**config.mk**
```make
export PLATFORM = sky130hd
export DESIGN_NAME = dacif_irq_unit
export DESIGN_NICKNAME = d
export VERILOG_FILES = /design/src/rtl/dacif_flag_cell.v /design/src/rtl/dacif_irq_unit.v
export VERILOG_INCLUDE_DIRS = /design/src /design/src/common
export SDC_FILE = /design/constraint.sdc
export NUM_CORES = 1
export LEC_CHECK = 0
export ABC_AREA = 1
export BUFFER_PORTS_ARGS = -buffer_cell sky130_fd_sc_hd__buf_2
export CORE_MARGIN = 10
export CORE_UTILIZATION = 63
export CTS_BUF_LIST = sky130_fd_sc_hd__clkbuf_16
export CTS_CLUSTER_DIAMETER = 80
export DETAILED_ROUTE_END_ITERATION = 12
export GPL_TIMING_DRIVEN = 0
export PLACE_DENSITY = 0.83
export SYNTH_ARGS = -nofsm -noshare
export SYNTH_HDL_FRONTEND = slang
export SYNTH_SLANG_ARGS = --single-unit
```
**constraint.sdc**
```tcl
create_clock -name core_clk -period 3 [get_ports core_clk]
set_input_delay 0.45 -clock core_clk [delete_from_list [all_inputs] [get_ports core_clk]]
set_output_delay 0.45 -clock core_clk [all_outputs]
set_load 0.02 [all_outputs]
```
**src/common/dacif_consts.vh**
```
// constants for the converter interrupt flag unit
// Functional notes
// - control bit 3 at 1 lets a status read clear error flags 3..0 and their interrupt; 0 blocks clearing.
// - 2-bit drift threshold: 00 pos 1/5, 01 pos 2/4, 10 pos 3, 11 off.
// - enable bit 7 gates the acquisition module B interrupt.
// - enable bit 6 gates the acquisition module A interrupt.
// - enable bit 5 gates the memory autoload completion interrupt.
// - enable bit 4 gates the link auto-calibration interrupt.
// - enable bit 3 gates the memory load error interrupt.
// - enable bit 2 gates the input clock sampling error interrupt.
// - enable bit 1 gates the link parity or bit-error interrupt.
// - enable bit 0 gates the converter clock drift interrupt.
// - status bit 7 shows acquisition module B ready, read only.
// - status bit 6 shows acquisition module A ready, read only.
// - status bit 5 shows memory autoload done, read only.
// - status bit 4 shows link auto-calibration done, read only.
// - status bit 3 is 1 after a memory load error, else 0.
// - status bit 2 is 1 after an input clock sampling error, else 0.
// - status bit 1 is 1 after a link parity or bit error, else 0.
// - status bit 0 is 1 after a converter clock drift error, else 0.
`ifndef DACIF_CONSTS_VH
`define DACIF_CONSTS_VH

`define DACIF_ADDR_W 5
`define DACIF_CTRL_OFS 5'h0b
`define DACIF_ENAB_OFS 5'h0c
`define DACIF_FLAG_OFS 5'h0d

`define DACIF_CTRL_RST 4'h0
`define DACIF_ENAB_RST 8'h00
`define DACIF_CTRL_CLR_BIT 3
`define DACIF_CTRL_THR_MSB 1
`define DACIF_CTRL_THR_LSB 0

`define DACIF_THR_SMALL 2'h0
`define DACIF_THR_LARGE 2'h1
`define DACIF_THR_MAX 2'h2
`define DACIF_THR_OFF 2'h3
`define DACIF_POS_SMALL_A 3'h1
`define DACIF_POS_SMALL_B 3'h5
`define DACIF_POS_LARGE_A 3'h2
`define DACIF_POS_LARGE_B 3'h4
`define DACIF_POS_MAX 3'h3

`define DACIF_BIT_ACQB 7
`define DACIF_BIT_ACQA 6
`define DACIF_BIT_AUTOLOAD 5
`define DACIF_BIT_CALIB 4
`define DACIF_BIT_LOADERR 3
`define DACIF_BIT_CLKSAMP 2
`define DACIF_BIT_LINKERR 1
`define DACIF_BIT_DRIFT 0
`define DACIF_NUM_ERR 4

`define DACIF_HDR_LAST 5'h07
`define DACIF_FRAME_LAST 5'h0f
`define DACIF_FRAME_DONE 5'h10

`endif

```
**src/rtl/dacif_flag_cell.v**
```verilog
// sticky error flag cell, set wins over clear
`timescale 1ns/1ps
module dacif_flag_cell (
  // clock and reset
  input wire core_clk,
  input wire arst_n,
  // control
  input wire setEvt,
  input wire clrReq,
  // state
  output wire flagOut
);

  reg flag_reg;
  wire flag_next;

  // an event in the clearing cycle survives the clear
  assign flag_next = setEvt | (flag_reg & ~clrReq);

  always @(posedge core_clk or negedge arst_n) begin
    if (!arst_n) begin
      flag_reg <= 1'b0;
    end else begin
      flag_reg <= flag_next;
    end
  end

  assign flagOut = flag_reg;

endmodule // dacif_flag_cell

```
**src/rtl/dacif_irq_unit.v**
```verilog
// interrupt flag unit with its serial register port
`timescale 1ns/1ps
`include "dacif_consts.vh"
module dacif_irq_unit #(
  parameter NUM_ERR = `DACIF_NUM_ERR
) (
  // clock and reset
  input wire core_clk,
  input wire arst_n,
  // serial register port
  input wire spiClk,
  input wire spiCsN,
  input wire spiDataIn,
  output wire spiDataOut,
  output wire spiDataOutEn,
  // status sources, levels
  input wire acqBReady,
  input wire acqAReady,
  input wire autoloadDone,
  input wire calibDone,
  // error sources, one-cycle events
  input wire loadErrorEvt,
  input wire inputClockSampleErrEvt,
  input wire linkErrorEvt,
  // converter clock monitor position
  input wire [2:0] driftPosition,
  // interrupt
  output wire irqOut
);

  // serial frame state
  reg sclkPrev_reg;
  reg [4:0] bitCnt_reg;
  reg [4:0] bitCnt_next;
  reg [7:0] rxShift_reg;
  reg [7:0] rxShift_next;
  reg [7:0] txShift_reg;
  reg [7:0] txShift_next;
  reg isRead_reg;
  reg isRead_next;
  reg [4:0] addr_reg;
  reg [4:0] addr_next;
  reg loadPend_reg;
  reg loadPend_next;
  wire sclkRise;
  wire sclkFall;
  reg regWrite;
  reg [7:0] regWrData;

  // registers
  reg [3:0] ctrl_reg;
  reg [3:0] ctrl_next;
  reg [7:0] enab_reg;
  reg [7:0] enab_next;
  reg [3:0] ready_reg;
  reg irq_reg;
  wire irq_next;
  reg [7:0] rdData;

  // flags
  wire clearEnable;
  wire [1:0] driftThreshold;
  reg driftHit;
  wire [NUM_ERR-1:0] errEvt;
  wire [NUM_ERR-1:0] errFlags;
  wire flagRead;
  wire flagClear;
  wire [7:0] flagView;
  wire [7:0] gatedFlags;

  // inputs are synchronous, so a single delayed copy gives the edges
  assign sclkRise = ~spiCsN & spiClk & ~sclkPrev_reg;
  assign sclkFall = ~spiCsN & ~spiClk & sclkPrev_reg;

  // frame: read bit, two unused bits, 5-bit address, then 8 data bits
  always @* begin
    bitCnt_next = bitCnt_reg;
    rxShift_next = rxShift_reg;
    txShift_next = txShift_reg;
    isRead_next = isRead_reg;
    addr_next = addr_reg;
    loadPend_next = 1'b0;
    regWrite = 1'b0;
    regWrData = {rxShift_reg[6:0], spiDataIn};
    if (spiCsN) begin
      bitCnt_next = 5'h00;
      isRead_next = 1'b0;
    end else begin
      if (sclkRise && (bitCnt_reg != `DACIF_FRAME_DONE)) begin
        rxShift_next = {rxShift_reg[6:0], spiDataIn};
        bitCnt_next = bitCnt_reg + 5'h01;
        if (bitCnt_reg == `DACIF_HDR_LAST) begin
          addr_next = {rxShift_reg[3:0], spiDataIn};
          isRead_next = rxShift_reg[6];
          loadPend_next = rxShift_reg[6];
        end
        if ((bitCnt_reg == `DACIF_FRAME_LAST) && !isRead_reg) begin
          regWrite = 1'b1;
        end
      end
      if (loadPend_reg) begin
        txShift_next = rdData;
      end else if (sclkFall && isRead_reg && (bitCnt_reg > `DACIF_HDR_LAST + 5'h01)) begin
        txShift_next = {txShift_reg[6:0], 1'b0};
      end
    end
  end

  always @(posedge core_clk or negedge arst_n) begin
    if (!arst_n) begin
      sclkPrev_reg <= 1'b0;
      bitCnt_reg <= 5'h00;
      rxShift_reg <= 8'h00;
      txShift_reg <= 8'h00;
      isRead_reg <= 1'b0;
      addr_reg <= 5'h00;
      loadPend_reg <= 1'b0;
    end else begin
      sclkPrev_reg <= spiClk;
      bitCnt_reg <= bitCnt_next;
      rxShift_reg <= rxShift_next;
      txShift_reg <= txShift_next;
      isRead_reg <= isRead_next;
      addr_reg <= addr_next;
      loadPend_reg <= loadPend_next;
    end
  end

  // the data line is driven only while a read frame is in its data phase
  assign spiDataOut = txShift_reg[7];
  assign spiDataOutEn = ~spiCsN & isRead_reg & (bitCnt_reg > `DACIF_HDR_LAST);

  // register writes; the status register ignores writes
  always @* begin
    ctrl_next = ctrl_reg;
    enab_next = enab_reg;
    if (regWrite) begin
      case (addr_reg)
        `DACIF_CTRL_OFS: begin
          ctrl_next = {regWrData[`DACIF_CTRL_CLR_BIT], 1'b0, regWrData[1:0]};
        end
        `DACIF_ENAB_OFS: begin
          enab_next = regWrData;
        end
        default: begin
          ctrl_next = ctrl_reg;
        end
      endcase
    end
  end

  always @(posedge core_clk or negedge arst_n) begin
    if (!arst_n) begin
      ctrl_reg <= `DACIF_CTRL_RST;
      enab_reg <= `DACIF_ENAB_RST;
      ready_reg <= 4'h0;
    end else begin
      ctrl_reg <= ctrl_next;
      enab_reg <= enab_next;
      ready_reg <= {acqBReady, acqAReady, autoloadDone, calibDone};
    end
  end

  assign clearEnable = ctrl_reg[`DACIF_CTRL_CLR_BIT];
  assign driftThreshold = ctrl_reg[`DACIF_CTRL_THR_MSB:`DACIF_CTRL_THR_LSB];

  // exact positions only: each code but 11 (off) watches its own drift distance
  always @* begin
    case (driftThreshold)
      `DACIF_THR_SMALL: begin
        driftHit = (driftPosition == `DACIF_POS_SMALL_A) || (driftPosition == `DACIF_POS_SMALL_B);
      end
      `DACIF_THR_LARGE: begin
        driftHit = (driftPosition == `DACIF_POS_LARGE_A) || (driftPosition == `DACIF_POS_LARGE_B);
      end
      `DACIF_THR_MAX: begin
        driftHit = (driftPosition == `DACIF_POS_MAX);
      end
      default: begin
        driftHit = 1'b0;
      end
    endcase
  end

  assign errEvt = {loadErrorEvt, inputClockSampleErrEvt, linkErrorEvt, driftHit};

  // clearing happens when the status word is captured for shifting out
  assign flagRead = loadPend_reg && (addr_reg == `DACIF_FLAG_OFS);
  assign flagClear = flagRead & clearEnable;

  genvar gi;
  generate
    for (gi = 0; gi < NUM_ERR; gi = gi + 1) begin : g_err
      dacif_flag_cell u_flag (
        .core_clk(core_clk),
        .arst_n(arst_n),
        .setEvt(errEvt[gi]),
        .clrReq(flagClear),
        .flagOut(errFlags[gi])
      );
    end
  endgenerate

  assign flagView = {ready_reg, errFlags};

  // per-source gating; enable bit n masks status bit n
  generate
    for (gi = 0; gi < 8; gi = gi + 1) begin : g_gate
      assign gatedFlags[gi] = flagView[gi] & enab_reg[gi];
    end
  endgenerate

  assign irq_next = |gatedFlags;

  always @(posedge core_clk or negedge arst_n) begin
    if (!arst_n) begin
      irq_reg <= 1'b0;
    end else begin
      irq_reg <= irq_next;
    end
  end

  assign irqOut = irq_reg;

  // read mux; unmapped addresses read as zero
  always @* begin
    case (addr_reg)
      `DACIF_CTRL_OFS: begin
        rdData = {4'h0, ctrl_reg};
      end
      `DACIF_ENAB_OFS: begin
        rdData = enab_reg;
      end
      `DACIF_FLAG_OFS: begin
        rdData = flagView;
      end
      default: begin
        rdData = 8'h00;
      end
    endcase
  end

endmodule // dacif_irq_unit

```
==> impl_metrics.env, run 1 <==
export IMPL_outcome="complete, no violations"
export IMPL_cts_tree="built"
export IMPL_cts_path_max_buffers=2
export IMPL_fraction_of_synthesized_cell_area_in_xor_and_xnor_cells_pct=0
export IMPL_number_of_global_route_vias_before_repair=1767
export IMPL_layout_drive_gt1_share_pct=16.9
export IMPL_die_width_um=80.4
export IMPL_grt_pass1_wl_um=8150
export IMPL_timing_clock_skew_ns=0.00393
export IMPL_post_route_util_pct=74.9
export IMPL_globalplace_congestion=0.861
export IMPL_grt_antenna_before_repair=0
export IMPL_ir_worst_vdd_mv=0.524
export IMPL_unrepaired_setup_endpoints_after_global_routing="false"
export IMPL_critical_path_source="bitCnt_reg[0]$_DFFE_PN0P_"
export IMPL_drt_first_iter_violations=166
export IMPL_timing_critical_path_fanout_max=4
export IMPL_cp_data_required_time_ns=2.55
export IMPL_grt_start_max_net_pins=49
export IMPL_wire_per_inst_um=13.8
export IMPL_fin_tns_setup_ns=0
export IMPL_floorplan_initialDensity_pct=66.8
export IMPL_worst_r2r_path_depth=10
export IMPL_post_route_period_util_pct=64.6
export IMPL_cts_clk_slew_worst_paths_ns=0.06
export IMPL_min_path_type="primary input to flop"
export IMPL_postSynthAreaPerCell_sq_um=8.48
export IMPL_gr_usage_all_layers_pct=15.9
export IMPL_hold_buffers=0
export IMPL_die_area_sq_um=6460
export IMPL_n_antenna_cell=0
export IMPL_preCtsSetupSlack_ns=1.23
export IMPL_cts_sinks=48
export IMPL_vias=1832
export IMPL_max_slew_worst_pin_slew_ns=1.03
export IMPL_cells_after_synthesis=271
export IMPL_global_route_overflow_total=0
export IMPL_critical_path_endpoint_type="output port"
export IMPL_worst_skew_pair_late_latency_ns=0.28
export IMPL_synth_compound_area_share_pct=11.7
export IMPL_slew_headroom_pct=31.3
export IMPL_final_cell_area_sq_um=2580
export IMPL_clock_fmax_mhz=516
export IMPL_worst_r2r_startpoint="bitCnt_reg[1]$_DFFE_PN0P_"
export IMPL_area_growth_pct=12.1
export IMPL_root_buffer="sky130_fd_sc_hd__clkbuf_16"
export IMPL_drcViolationCount=0
export IMPL_rows=21
export IMPL_final_critical_delay_including_setup_and_external_delays_ns=1.94
export IMPL_dpl_instance_area_sq_um=2440
export IMPL_power_per_unit_of_standard_cell_area_nw_per_um2=503
export IMPL_htreeDepth=2
export IMPL_buffer_ports_inserted=17
export IMPL_post_cts_repair_timing_setup_buffer_count=0
export IMPL_vert_die_dim_um=80.4
export IMPL_synth_simple_gate_area_share_pct=28.1
export IMPL_drt_antenna_violating_nets=0
export IMPL_total_detailed_routing_wirelength_um=4720
export IMPL_crit_reg2reg_capture="enab_reg[5]$_DFFE_PN0P_"
export IMPL_timing_worst_setup_path_type="flop to output port"
export IMPL_synth_lib_cells_used_distinct=29
export IMPL_drt_first_pass_iters=4
export IMPL_yosys_mux_area_fraction_pct=0
export IMPL_cts_resized=0
export IMPL_holdPathEnd="ready_reg[0]$_DFF_PN0_"
export IMPL_synth_yosys_seq_area_share_pct=52.3
export IMPL_static_leakage_power_nw=1.31
export IMPL_setup_violations=0
export IMPL_main_combinational_cell_family_by_area_after_synthesis="simple AND/OR/NAND/NOR gates"
export IMPL_detailedPlacementHpwl_um=3430
export IMPL_synth_nets=289
export IMPL_worstHoldPathCells=1
export IMPL_setup_slack_ns=1.06
export IMPL_hold_start="calibDone"
export IMPL_ys_warns=0
export IMPL_synth_adder_area_share_pct=1.63
export IMPL_boundaryPins=18
export IMPL_worst_endpoint_arrival_ns=1.49
export IMPL_avgViaCountPerCell=5.36
export IMPL_totalPowerFinal_mw=1.30
export IMPL_fin_nets=313
export IMPL_ys_seq_elements=48
export IMPL_maxSlewViolCount=0
export IMPL_report_final_hold_viol_count=0
export IMPL_cp_start_kind="flop"
export IMPL_fp_coreArea_sq_um=3440
export IMPL_tritoncts_buffers=5
export IMPL_worst_r2r_setup_slack_ns=1.21
export IMPL_maxCapViolCount=0
export IMPL_mappedNetlistArea_sq_um=2300
cells in the final DEF (no fill, tap or decap), types with 2 or more instances in the layout:
cell                        count
sky130_fd_sc_hd__a21oi_1        5
sky130_fd_sc_hd__a221oi_1       2
sky130_fd_sc_hd__buf_2         19
sky130_fd_sc_hd__clkbuf_16      5
sky130_fd_sc_hd__dfrtp_1       48
sky130_fd_sc_hd__ha_1           3
sky130_fd_sc_hd__inv_1         28
sky130_fd_sc_hd__inv_2          2
sky130_fd_sc_hd__nand2_1       88
sky130_fd_sc_hd__nand2_2        5
sky130_fd_sc_hd__nand3_1       25
sky130_fd_sc_hd__nand4_1        2
sky130_fd_sc_hd__nor2_1        11
sky130_fd_sc_hd__nor2_4         3
sky130_fd_sc_hd__nor3_1         2
sky130_fd_sc_hd__o21ai_0       24
sky130_fd_sc_hd__o21ai_2        8
sky130_fd_sc_hd__o21bai_1       3
cells by family after synthesis:
kind of cell / after synthesis
adder cells (fa/ha/maj): 3
AO/OA/AOI/OAI: 44
flip-flops: 48
buffers and inverters: 34
AND/OR/NAND/NOR: 142
final cells by class:
type / instances / area, sq um
multi-input combinational: 189 / 953
tap: 46 / 57.6
timing repair buffer: 17 / 85.1
buffer: 5 / 32.5
fill: 269 / 865
sequential: 48 / 1200
clock buffer: 5 / 125
clock inverter: 3 / 11.3
inverter: 29 / 111
per-stage QoR:
stage,hold slack (ns),instances
4_1_cts,0.270,342
3_3_place_gp,0.459,334
5_1_grt,0.268,342
6_report,0.272,342
2_1_floorplan,0.154,271
3_5_place_dp,0.465,334
report_power, final:
| group | internal (mW) | total [mW] | leakage [nW] | switching (mW) |
|---|---|---|---|---|
| Clock | 0.300 | 0.514 | 0.0738 | 0.215 |
| Sequential | 0.675 | 0.690 | 0.628 | 0.0149 |
| Combinational | 0.0262 | 0.0908 | 0.609 | 0.0646 |
worst max-delay path, cell delays in order, from the launching register on:
cell	delay, ns
sky130_fd_sc_hd__dfrtp_1	0.39
sky130_fd_sc_hd__ha_1	0.25
sky130_fd_sc_hd__nand3_1	0.17
sky130_fd_sc_hd__nand3_1	0.10
sky130_fd_sc_hd__a21oi_1	0.12
sky130_fd_sc_hd__buf_2	0.18
cell usage after synthesis (all sizes together):
master / number / area, sq um
inv: 29 / 111
clkbuf: 1 / 3.75
buf: 4 / 28.8
o21bai: 3 / 22.5
a21o: 1 / 7.51
a21oi: 5 / 25.0
a221oi: 2 / 17.5
nor2: 15 / 81.3
o22ai: 1 / 6.26
nand4: 3 / 25.0
nand3: 27 / 153
o21ai: 32 / 190
ha: 3 / 37.5
nand2: 93 / 362
nor3: 3 / 20.0
and3: 1 / 6.26
dfrtp: 48 / 1200
worst max path at each step:
stage                                         end  slack (ns)
final                                spiDataOutEn        1.06
after global routing                 spiDataOutEn        0.98
after CTS                            spiDataOutEn        1.06
after detailed placement  enab_reg[6]$_DFFE_PN0P_        1.23
after global placement    enab_reg[6]$_DFFE_PN0P_        1.23
after floorplan                      spiDataOutEn        1.38
metal layers:
metal	GRT usage (%)	part of all wire (%)	vias to the layer above
met3	4.68	6.1	4
met5	0	0	-
met2	24.3	46	54
met4	5.63	1.1	0
met1	20.9	47	853
li1	-	-	921
Note: power is estimated with default switching activity, not from simulation.
==> inputs of run 2 (changes only) <==
--- a/config.mk
+++ b/config.mk
@@ -9,12 +9,12 @@
 export ABC_AREA = 1
 export BUFFER_PORTS_ARGS = -buffer_cell sky130_fd_sc_hd__buf_2
 export CORE_MARGIN = 10
-export CORE_UTILIZATION = 63
+export CORE_UTILIZATION = 53
 export CTS_BUF_LIST = sky130_fd_sc_hd__clkbuf_16
 export CTS_CLUSTER_DIAMETER = 80
 export DETAILED_ROUTE_END_ITERATION = 12
 export GPL_TIMING_DRIVEN = 0
-export PLACE_DENSITY = 0.83
+export PLACE_DENSITY = 0.75
 export SYNTH_ARGS = -nofsm -noshare
 export SYNTH_HDL_FRONTEND = slang
 export SYNTH_SLANG_ARGS = --single-unit
==> constraint.sdc (replaced) <==
create_clock -name core_clk -period 1.7 [get_ports core_clk]
set_input_delay 0.255 -clock core_clk [delete_from_list [all_inputs] [get_ports core_clk]]
set_output_delay 0.255 -clock core_clk [all_outputs]
set_load 0.02 [all_outputs]
==> impl_metrics.env, run 2 (synthesized netlist as in run 1, its figures left out) <==
export IMPL_wl_met3_um=224
export IMPL_vias=1829
export IMPL_holdPathEnd="ready_reg[1]$_DFF_PN0_"
export IMPL_p_sw_uw=538
export IMPL_worst_r2r_path_depth=10
export IMPL_total_detailed_routing_wirelength_um=5000
export IMPL_worst_r2r_setup_slack_ns=0.04
export IMPL_layout_common_cells="80 x sky130_fd_sc_hd__nand2_1, 48 x sky130_fd_sc_hd__dfrtp_1, 25 x sky130_fd_sc_hd__inv_1, 25 x sky130_fd_sc_hd__nand3_1, 23 x sky130_fd_sc_hd__o21ai_0"
export IMPL_drt_antenna_violating_nets=0
export IMPL_fin_tns_setup_ns=0
export IMPL_cp_start_kind="flop"
export IMPL_detailed_routing_wirelength_on_met1_um=2360
export IMPL_clock_fmax_mhz=601
export IMPL_gr_usage_all_layers_pct=14.0
export IMPL_ir_worst_vdd_mv=0.779
export IMPL_n_antenna_cell=0
export IMPL_worstHoldPathCells=1
export IMPL_hold_start="autoloadDone"
export IMPL_fp_coreArea_sq_um=4090
export IMPL_layout_drive_gt1_share_pct=22.8
export IMPL_drcViolationCount=0
export IMPL_post_route_period_util_pct=97.9
export IMPL_tritoncts_buffers=5
export IMPL_die_area_sq_um=7370
export IMPL_number_of_global_route_vias_before_repair=1853
export IMPL_area_growth_pct=17.4
export IMPL_hold_buffers=0
export IMPL_timing_critical_path_fanout_max=5
export IMPL_share_seq_of_total_power_pct=52.8
export IMPL_htreeDepth=2
export IMPL_layout_filler_cells=336
export IMPL_worst_endpoint_arrival_ns=1.83
export IMPL_boundaryPins=18
export IMPL_worst_r2r_startpoint="bitCnt_reg[1]$_DFFE_PN0P_"
export IMPL_vert_die_dim_um=85.9
export IMPL_cts_tree="built"
export IMPL_fin_worst_hold_slack_ns=0.0698
export IMPL_fin_nets=316
export IMPL_crit_reg2reg_capture="enab_reg[4]$_DFFE_PN0P_"
export IMPL_buffer_ports_inserted=17
export IMPL_cts_path_max_buffers=2
export IMPL_multi_input_comb_area_sq_um=1010
export IMPL_grt_antenna_before_repair=0
export IMPL_intPower_mw=1.77
export IMPL_final_seq_area_sq_um=1200
export IMPL_layout_cells_most_common="sky130_fd_sc_hd__nand2_1"
export IMPL_report_final_hold_viol_count=0
export IMPL_grt_pass1_wl_um=8450
export IMPL_root_buffer="sky130_fd_sc_hd__clkbuf_16"
export IMPL_floorplan_initialDensity_pct=56.2
export IMPL_worst_skew_pair_late_latency_ns=0.29
export IMPL_slew_headroom_pct=31.5
export IMPL_min_path_type="primary input to flop"
export IMPL_cts_sinks=48
export IMPL_power_per_unit_of_standard_cell_area_nw_per_um2=856
export IMPL_netSwitchingFraction_pct=23.3
export IMPL_global_route_overflow_total=0
export IMPL_wire_per_inst_um=14.4
export IMPL_length_of_routed_met2_wiring_um=2330
export IMPL_critical_path_endpoint_type="flop"
export IMPL_setup_violations=0
export IMPL_power_share_clock_pct=40.3
export IMPL_drt_first_pass_iters=5
export IMPL_static_leakage_power_nw=1.33
export IMPL_grt_start_max_net_pins=49
export IMPL_maxSlewViolCount=0
export IMPL_unrepaired_setup_endpoints_after_global_routing="true"
export IMPL_timing_worst_setup_path_type="flop to flop"
export IMPL_highest_signal_layer="met4"
export IMPL_timing_clock_skew_ns=0.00701
export IMPL_globalplace_congestion=0.872
export IMPL_cp_data_required_time_ns=1.87
export IMPL_final_critical_delay_including_setup_and_external_delays_ns=1.66
export IMPL_rows=23
export IMPL_outcome="complete, no violations"
export IMPL_cts_clk_slew_worst_paths_ns=0.06
export IMPL_die_width_um=85.9
export IMPL_detailedPlacementHpwl_um=3430
export IMPL_max_slew_worst_pin_slew_ns=1.03
export IMPL_maxCapViolCount=0
export IMPL_avgViaCountPerCell=5.26
export IMPL_critical_path_source="bitCnt_reg[1]$_DFFE_PN0P_"
export IMPL_power_share_combinational_pct=6.9
export IMPL_drt_first_iter_violations=160
-- run 2: how the worst max path moves through the flow --
stage,endpoint,cells after the start
after detailed placement,enab_reg[5]$_DFFE_PN0P_,10
final,enab_reg[4]$_DFFE_PN0P_,10
after global routing,enab_reg[3]$_DFFE_PN0P_,10
after floorplan,enab_reg[6]$_DFFE_PN0P_,10
after global placement,enab_reg[5]$_DFFE_PN0P_,10
after CTS,enab_reg[5]$_DFFE_PN0P_,10
-- run 2: timing repair --
item                                    CTS  global route
pin swaps                                 0             5
resized for setup                         3            17
cloned                                    0             1
buffers inserted                          0             2
endpoints found under the setup margin   12            12
-- run 2: critical path, stage by stage (launching register included) --
cell,delay (ns)
sky130_fd_sc_hd__dfrtp_1,0.42
sky130_fd_sc_hd__ha_4,0.18
sky130_fd_sc_hd__nand2_2,0.06
sky130_fd_sc_hd__nor2_2,0.11
sky130_fd_sc_hd__ha_2,0.18
sky130_fd_sc_hd__inv_2,0.04
sky130_fd_sc_hd__nor2_4,0.14
sky130_fd_sc_hd__nand3_4,0.13
sky130_fd_sc_hd__buf_12,0.17
sky130_fd_sc_hd__nand2_2,0.06
sky130_fd_sc_hd__o21ai_2,0.05
-- run 2: layout make-up --
cell class                      count  share of cell area (%)
Inverter                           29                    4.13
Buffer                              5                    1.35
Timing Repair Buffer               20                    5.19
Multi-Input combinational cell    189                    37.4
Sequential cell                    48                    44.5
Clock inverter                      2                   0.464
Tap cell                           50                    2.32
Clock buffer                        5                    4.64
-- run 2: power groups by stage --
| stage | combinational [mW] | clock, mW | sequential, mW |
|---|---|---|---|
| finish | 0.158 | 0.931 | 1.22 |
| global route | 0.189 | 0.994 | 1.23 |
| CTS | 0.161 | 0.942 | 1.22 |
| detailed placement | 0.160 | 0 | 1.24 |
| global placement | 0.158 | 0 | 1.24 |
| floorplan | 0.0909 | 0 | 1.23 |
-- run 2: per-stage QoR --
step | utilization, % | worst slack (ns) | instance area (sq um) | instances | power, mW
final | 66.0 | 0.0355 | 2700 | 348 | 2.31
after global routing | 66.0 | -0.0630 | 2700 | 348 | 2.41
after CTS | 63.5 | 0.0179 | 2590 | 345 | 2.32
after detailed placement | 59.9 | -0.138 | 2450 | 338 | 1.40
after global placement | 59.9 | -0.0835 | 2450 | 338 | 1.39
after floorplan | - | 0.0919 | 2300 | 271 | 1.32
-- run 2: layer usage --
metal	up-vias	track usage (%)
met5	-	0
met4	0	5.39
met2	41	22.8
met3	9	3.50
met1	845	17.5
li1	934	-
==> inputs of run 3 (changes only) <==
--- a/config.mk
+++ b/config.mk
@@ -7,14 +7,14 @@
 export NUM_CORES = 1
 export LEC_CHECK = 0
 export ABC_AREA = 1
+export ABC_CLOCK_PERIOD_IN_PS = 1700
 export BUFFER_PORTS_ARGS = -buffer_cell sky130_fd_sc_hd__buf_2
 export CORE_MARGIN = 10
-export CORE_UTILIZATION = 53
+export CORE_UTILIZATION = 41
 export CTS_BUF_LIST = sky130_fd_sc_hd__clkbuf_16
 export CTS_CLUSTER_DIAMETER = 80
 export DETAILED_ROUTE_END_ITERATION = 12
 export GPL_TIMING_DRIVEN = 0
-export PLACE_DENSITY = 0.75
 export SYNTH_ARGS = -nofsm -noshare
 export SYNTH_HDL_FRONTEND = slang
 export SYNTH_SLANG_ARGS = --single-unit
==> impl_metrics.env, run 3 (synthesized netlist as in run 1, its figures left out) <==
export IMPL_outcome="complete, no violations"
export IMPL_fin_tns_setup_ns=0
export IMPL_timing_worst_setup_path_type="flop to flop"
export IMPL_min_path_type="primary input to flop"
export IMPL_n_antenna_cell=0
export IMPL_critical_path_endpoint_type="flop"
export IMPL_cp_top_family="simple AND/OR/NAND/NOR gates"
export IMPL_hold_buffers=0
export IMPL_globalplace_congestion=0.820
export IMPL_max_slew_worst_pin_slew_ns=1.09
export IMPL_slew_headroom_pct=27.3
export IMPL_worst_skew_pair_late_latency_ns=0.29
export IMPL_cts_tree="built"
export IMPL_worst_endpoint_arrival_ns=1.81
export IMPL_post_route_period_util_pct=95.8
export IMPL_worstPathBufferInverterCount=2
export IMPL_slowest_stage="sky130_fd_sc_hd__dfrtp_1"
export IMPL_clock_fmax_mhz=614
export IMPL_timing_critical_path_fanout_max=10
export IMPL_final_critical_delay_including_setup_and_external_delays_ns=1.63
export IMPL_cp_data_required_time_ns=1.88
export IMPL_maxSlewViolCount=0
export IMPL_detailedPlacementHpwl_um=3580
export IMPL_layout_cells_most_common="sky130_fd_sc_hd__nand2_1"
export IMPL_boundaryPins=18
export IMPL_cp_slowest_stage_delay_ns=0.40
export IMPL_timing_clock_skew_ns=0.00585
export IMPL_final_cell_area_sq_um=2710
export IMPL_buffer_ports_inserted=17
export IMPL_cts_sinks=48
export IMPL_htreeDepth=2
export IMPL_post_route_util_pct=49.4
export IMPL_instances_no_fill=371
export IMPL_critical_path_cell_chain="ha_4, nand2_1, nor2_1, ha_1, inv_1, nor2_4, nand3_4, buf_8, nand2_1, o21ai_2"
export IMPL_layout_filler_cells=561
export IMPL_number_of_global_route_vias_before_repair=1743
export IMPL_dpl_instance_area_sq_um=2470
export IMPL_root_buffer="sky130_fd_sc_hd__clkbuf_16"
export IMPL_power_per_unit_of_standard_cell_area_nw_per_um2=917
export IMPL_fp_coreArea_sq_um=5470
export IMPL_vias=1784
export IMPL_grt_antenna_before_repair=0
export IMPL_gr_usage_all_layers_pct=11.7
export IMPL_final_seq_area_sq_um=1200
export IMPL_wire_per_inst_um=13.1
export IMPL_tritoncts_buffers=5
export IMPL_fin_worst_hold_slack_ns=0.0710
export IMPL_ir_worst_vdd_mv=0.480
export IMPL_cp_start_kind="flop"
export IMPL_die_area_sq_um=9000
export IMPL_drt_first_pass_iters=4
export IMPL_multi_input_comb_area_sq_um=992
export IMPL_layout_common_cells="86 x sky130_fd_sc_hd__nand2_1, 48 x sky130_fd_sc_hd__dfrtp_1, 25 x sky130_fd_sc_hd__inv_1"
export IMPL_total_detailed_routing_wirelength_um=4860
export IMPL_die_width_um=94.9
export IMPL_avgViaCountPerCell=4.81
export IMPL_drt_first_iter_violations=106
export IMPL_setup_slack_ns=0.0711
export IMPL_grt_pass1_wl_um=8340
export IMPL_cts_clk_slew_worst_paths_ns=0.06
export IMPL_drcViolationCount=0
export IMPL_totalPowerFinal_mw=2.48
export IMPL_area_growth_pct=17.7
export IMPL_fin_nets=316
export IMPL_maxCapViolCount=0
export IMPL_unrepaired_setup_endpoints_after_global_routing="true"
export IMPL_drt_antenna_violating_nets=0
export IMPL_report_final_hold_viol_count=0
export IMPL_static_leakage_power_nw=1.34
export IMPL_rows=27
export IMPL_preCtsSetupSlack_ns=-0.114
export IMPL_layout_drive_gt1_share_pct=20.7
export IMPL_global_route_overflow_total=0
export IMPL_vert_die_dim_um=94.9
export IMPL_setup_violations=0
export IMPL_crit_top_cell="sky130_fd_sc_hd__nand2_1"
export IMPL_grt_start_max_net_pins=49
export IMPL_dpl_cell_count=360
export IMPL_cts_path_max_buffers=2
export IMPL_floorplan_initialDensity_pct=42.0
==> run 3: per-layer routing <==
metal	track usage, %	vias up	part of all wire (%)
met2	17.0	19	43
met4	3.37	0	1.2
met1	16.3	825	53
met5	0	-	0
li1	-	934	-
met3	3.65	6	3.3
==> run 3: repair_timing <==
action,CTS,global route
gates cloned,0,0
pin swaps,0,2
setup endpoints to repair,12,12
buffers inserted,0,3
gates resized for setup,4,11
==> run 3: cell type report <==
cell class / instances / share of cell area, %
well taps: 72 / 3.33
clock inverters: 3 / 1.39
multi-input cells: 189 / 36.7
repair buffers: 20 / 4.07
clock buffers: 5 / 4.63
flip-flops and latches: 48 / 44.4
inverters: 29 / 4.12
plain buffers: 5 / 1.39
==> run 3: path summary, 6_finish.rpt <==
path                                       startpoint                    endpoint  slack (ns)  cells after the start
min                                         acqBReady      ready_reg[3]$_DFF_PN0_        0.07                      1
max                         bitCnt_reg[0]$_DFFE_PN0P_     enab_reg[6]$_DFFE_PN0P_        0.07                     10
max in group asynchronous                      arst_n     addr_reg[2]$_DFFE_PN0P_        0.86                      1
min reg2reg                txShift_reg[0]$_DFFE_PN0P_  txShift_reg[0]$_DFFE_PN0P_        0.48                      2
min in group asynchronous                      arst_n   bitCnt_reg[3]$_DFFE_PN0P_        0.18                      1
max reg2reg                 bitCnt_reg[0]$_DFFE_PN0P_     enab_reg[6]$_DFFE_PN0P_        0.07                     10
==> run 3: power by group <==
part / switching [mW] / leakage [nW] / total [mW] / internal, mW
Sequential: 0.0276 / 0.628 / 1.22 / 1.19
Clock: 0.409 / 0.0789 / 1.09 / 0.684
Combinational: 0.119 / 0.630 / 0.170 / 0.0510
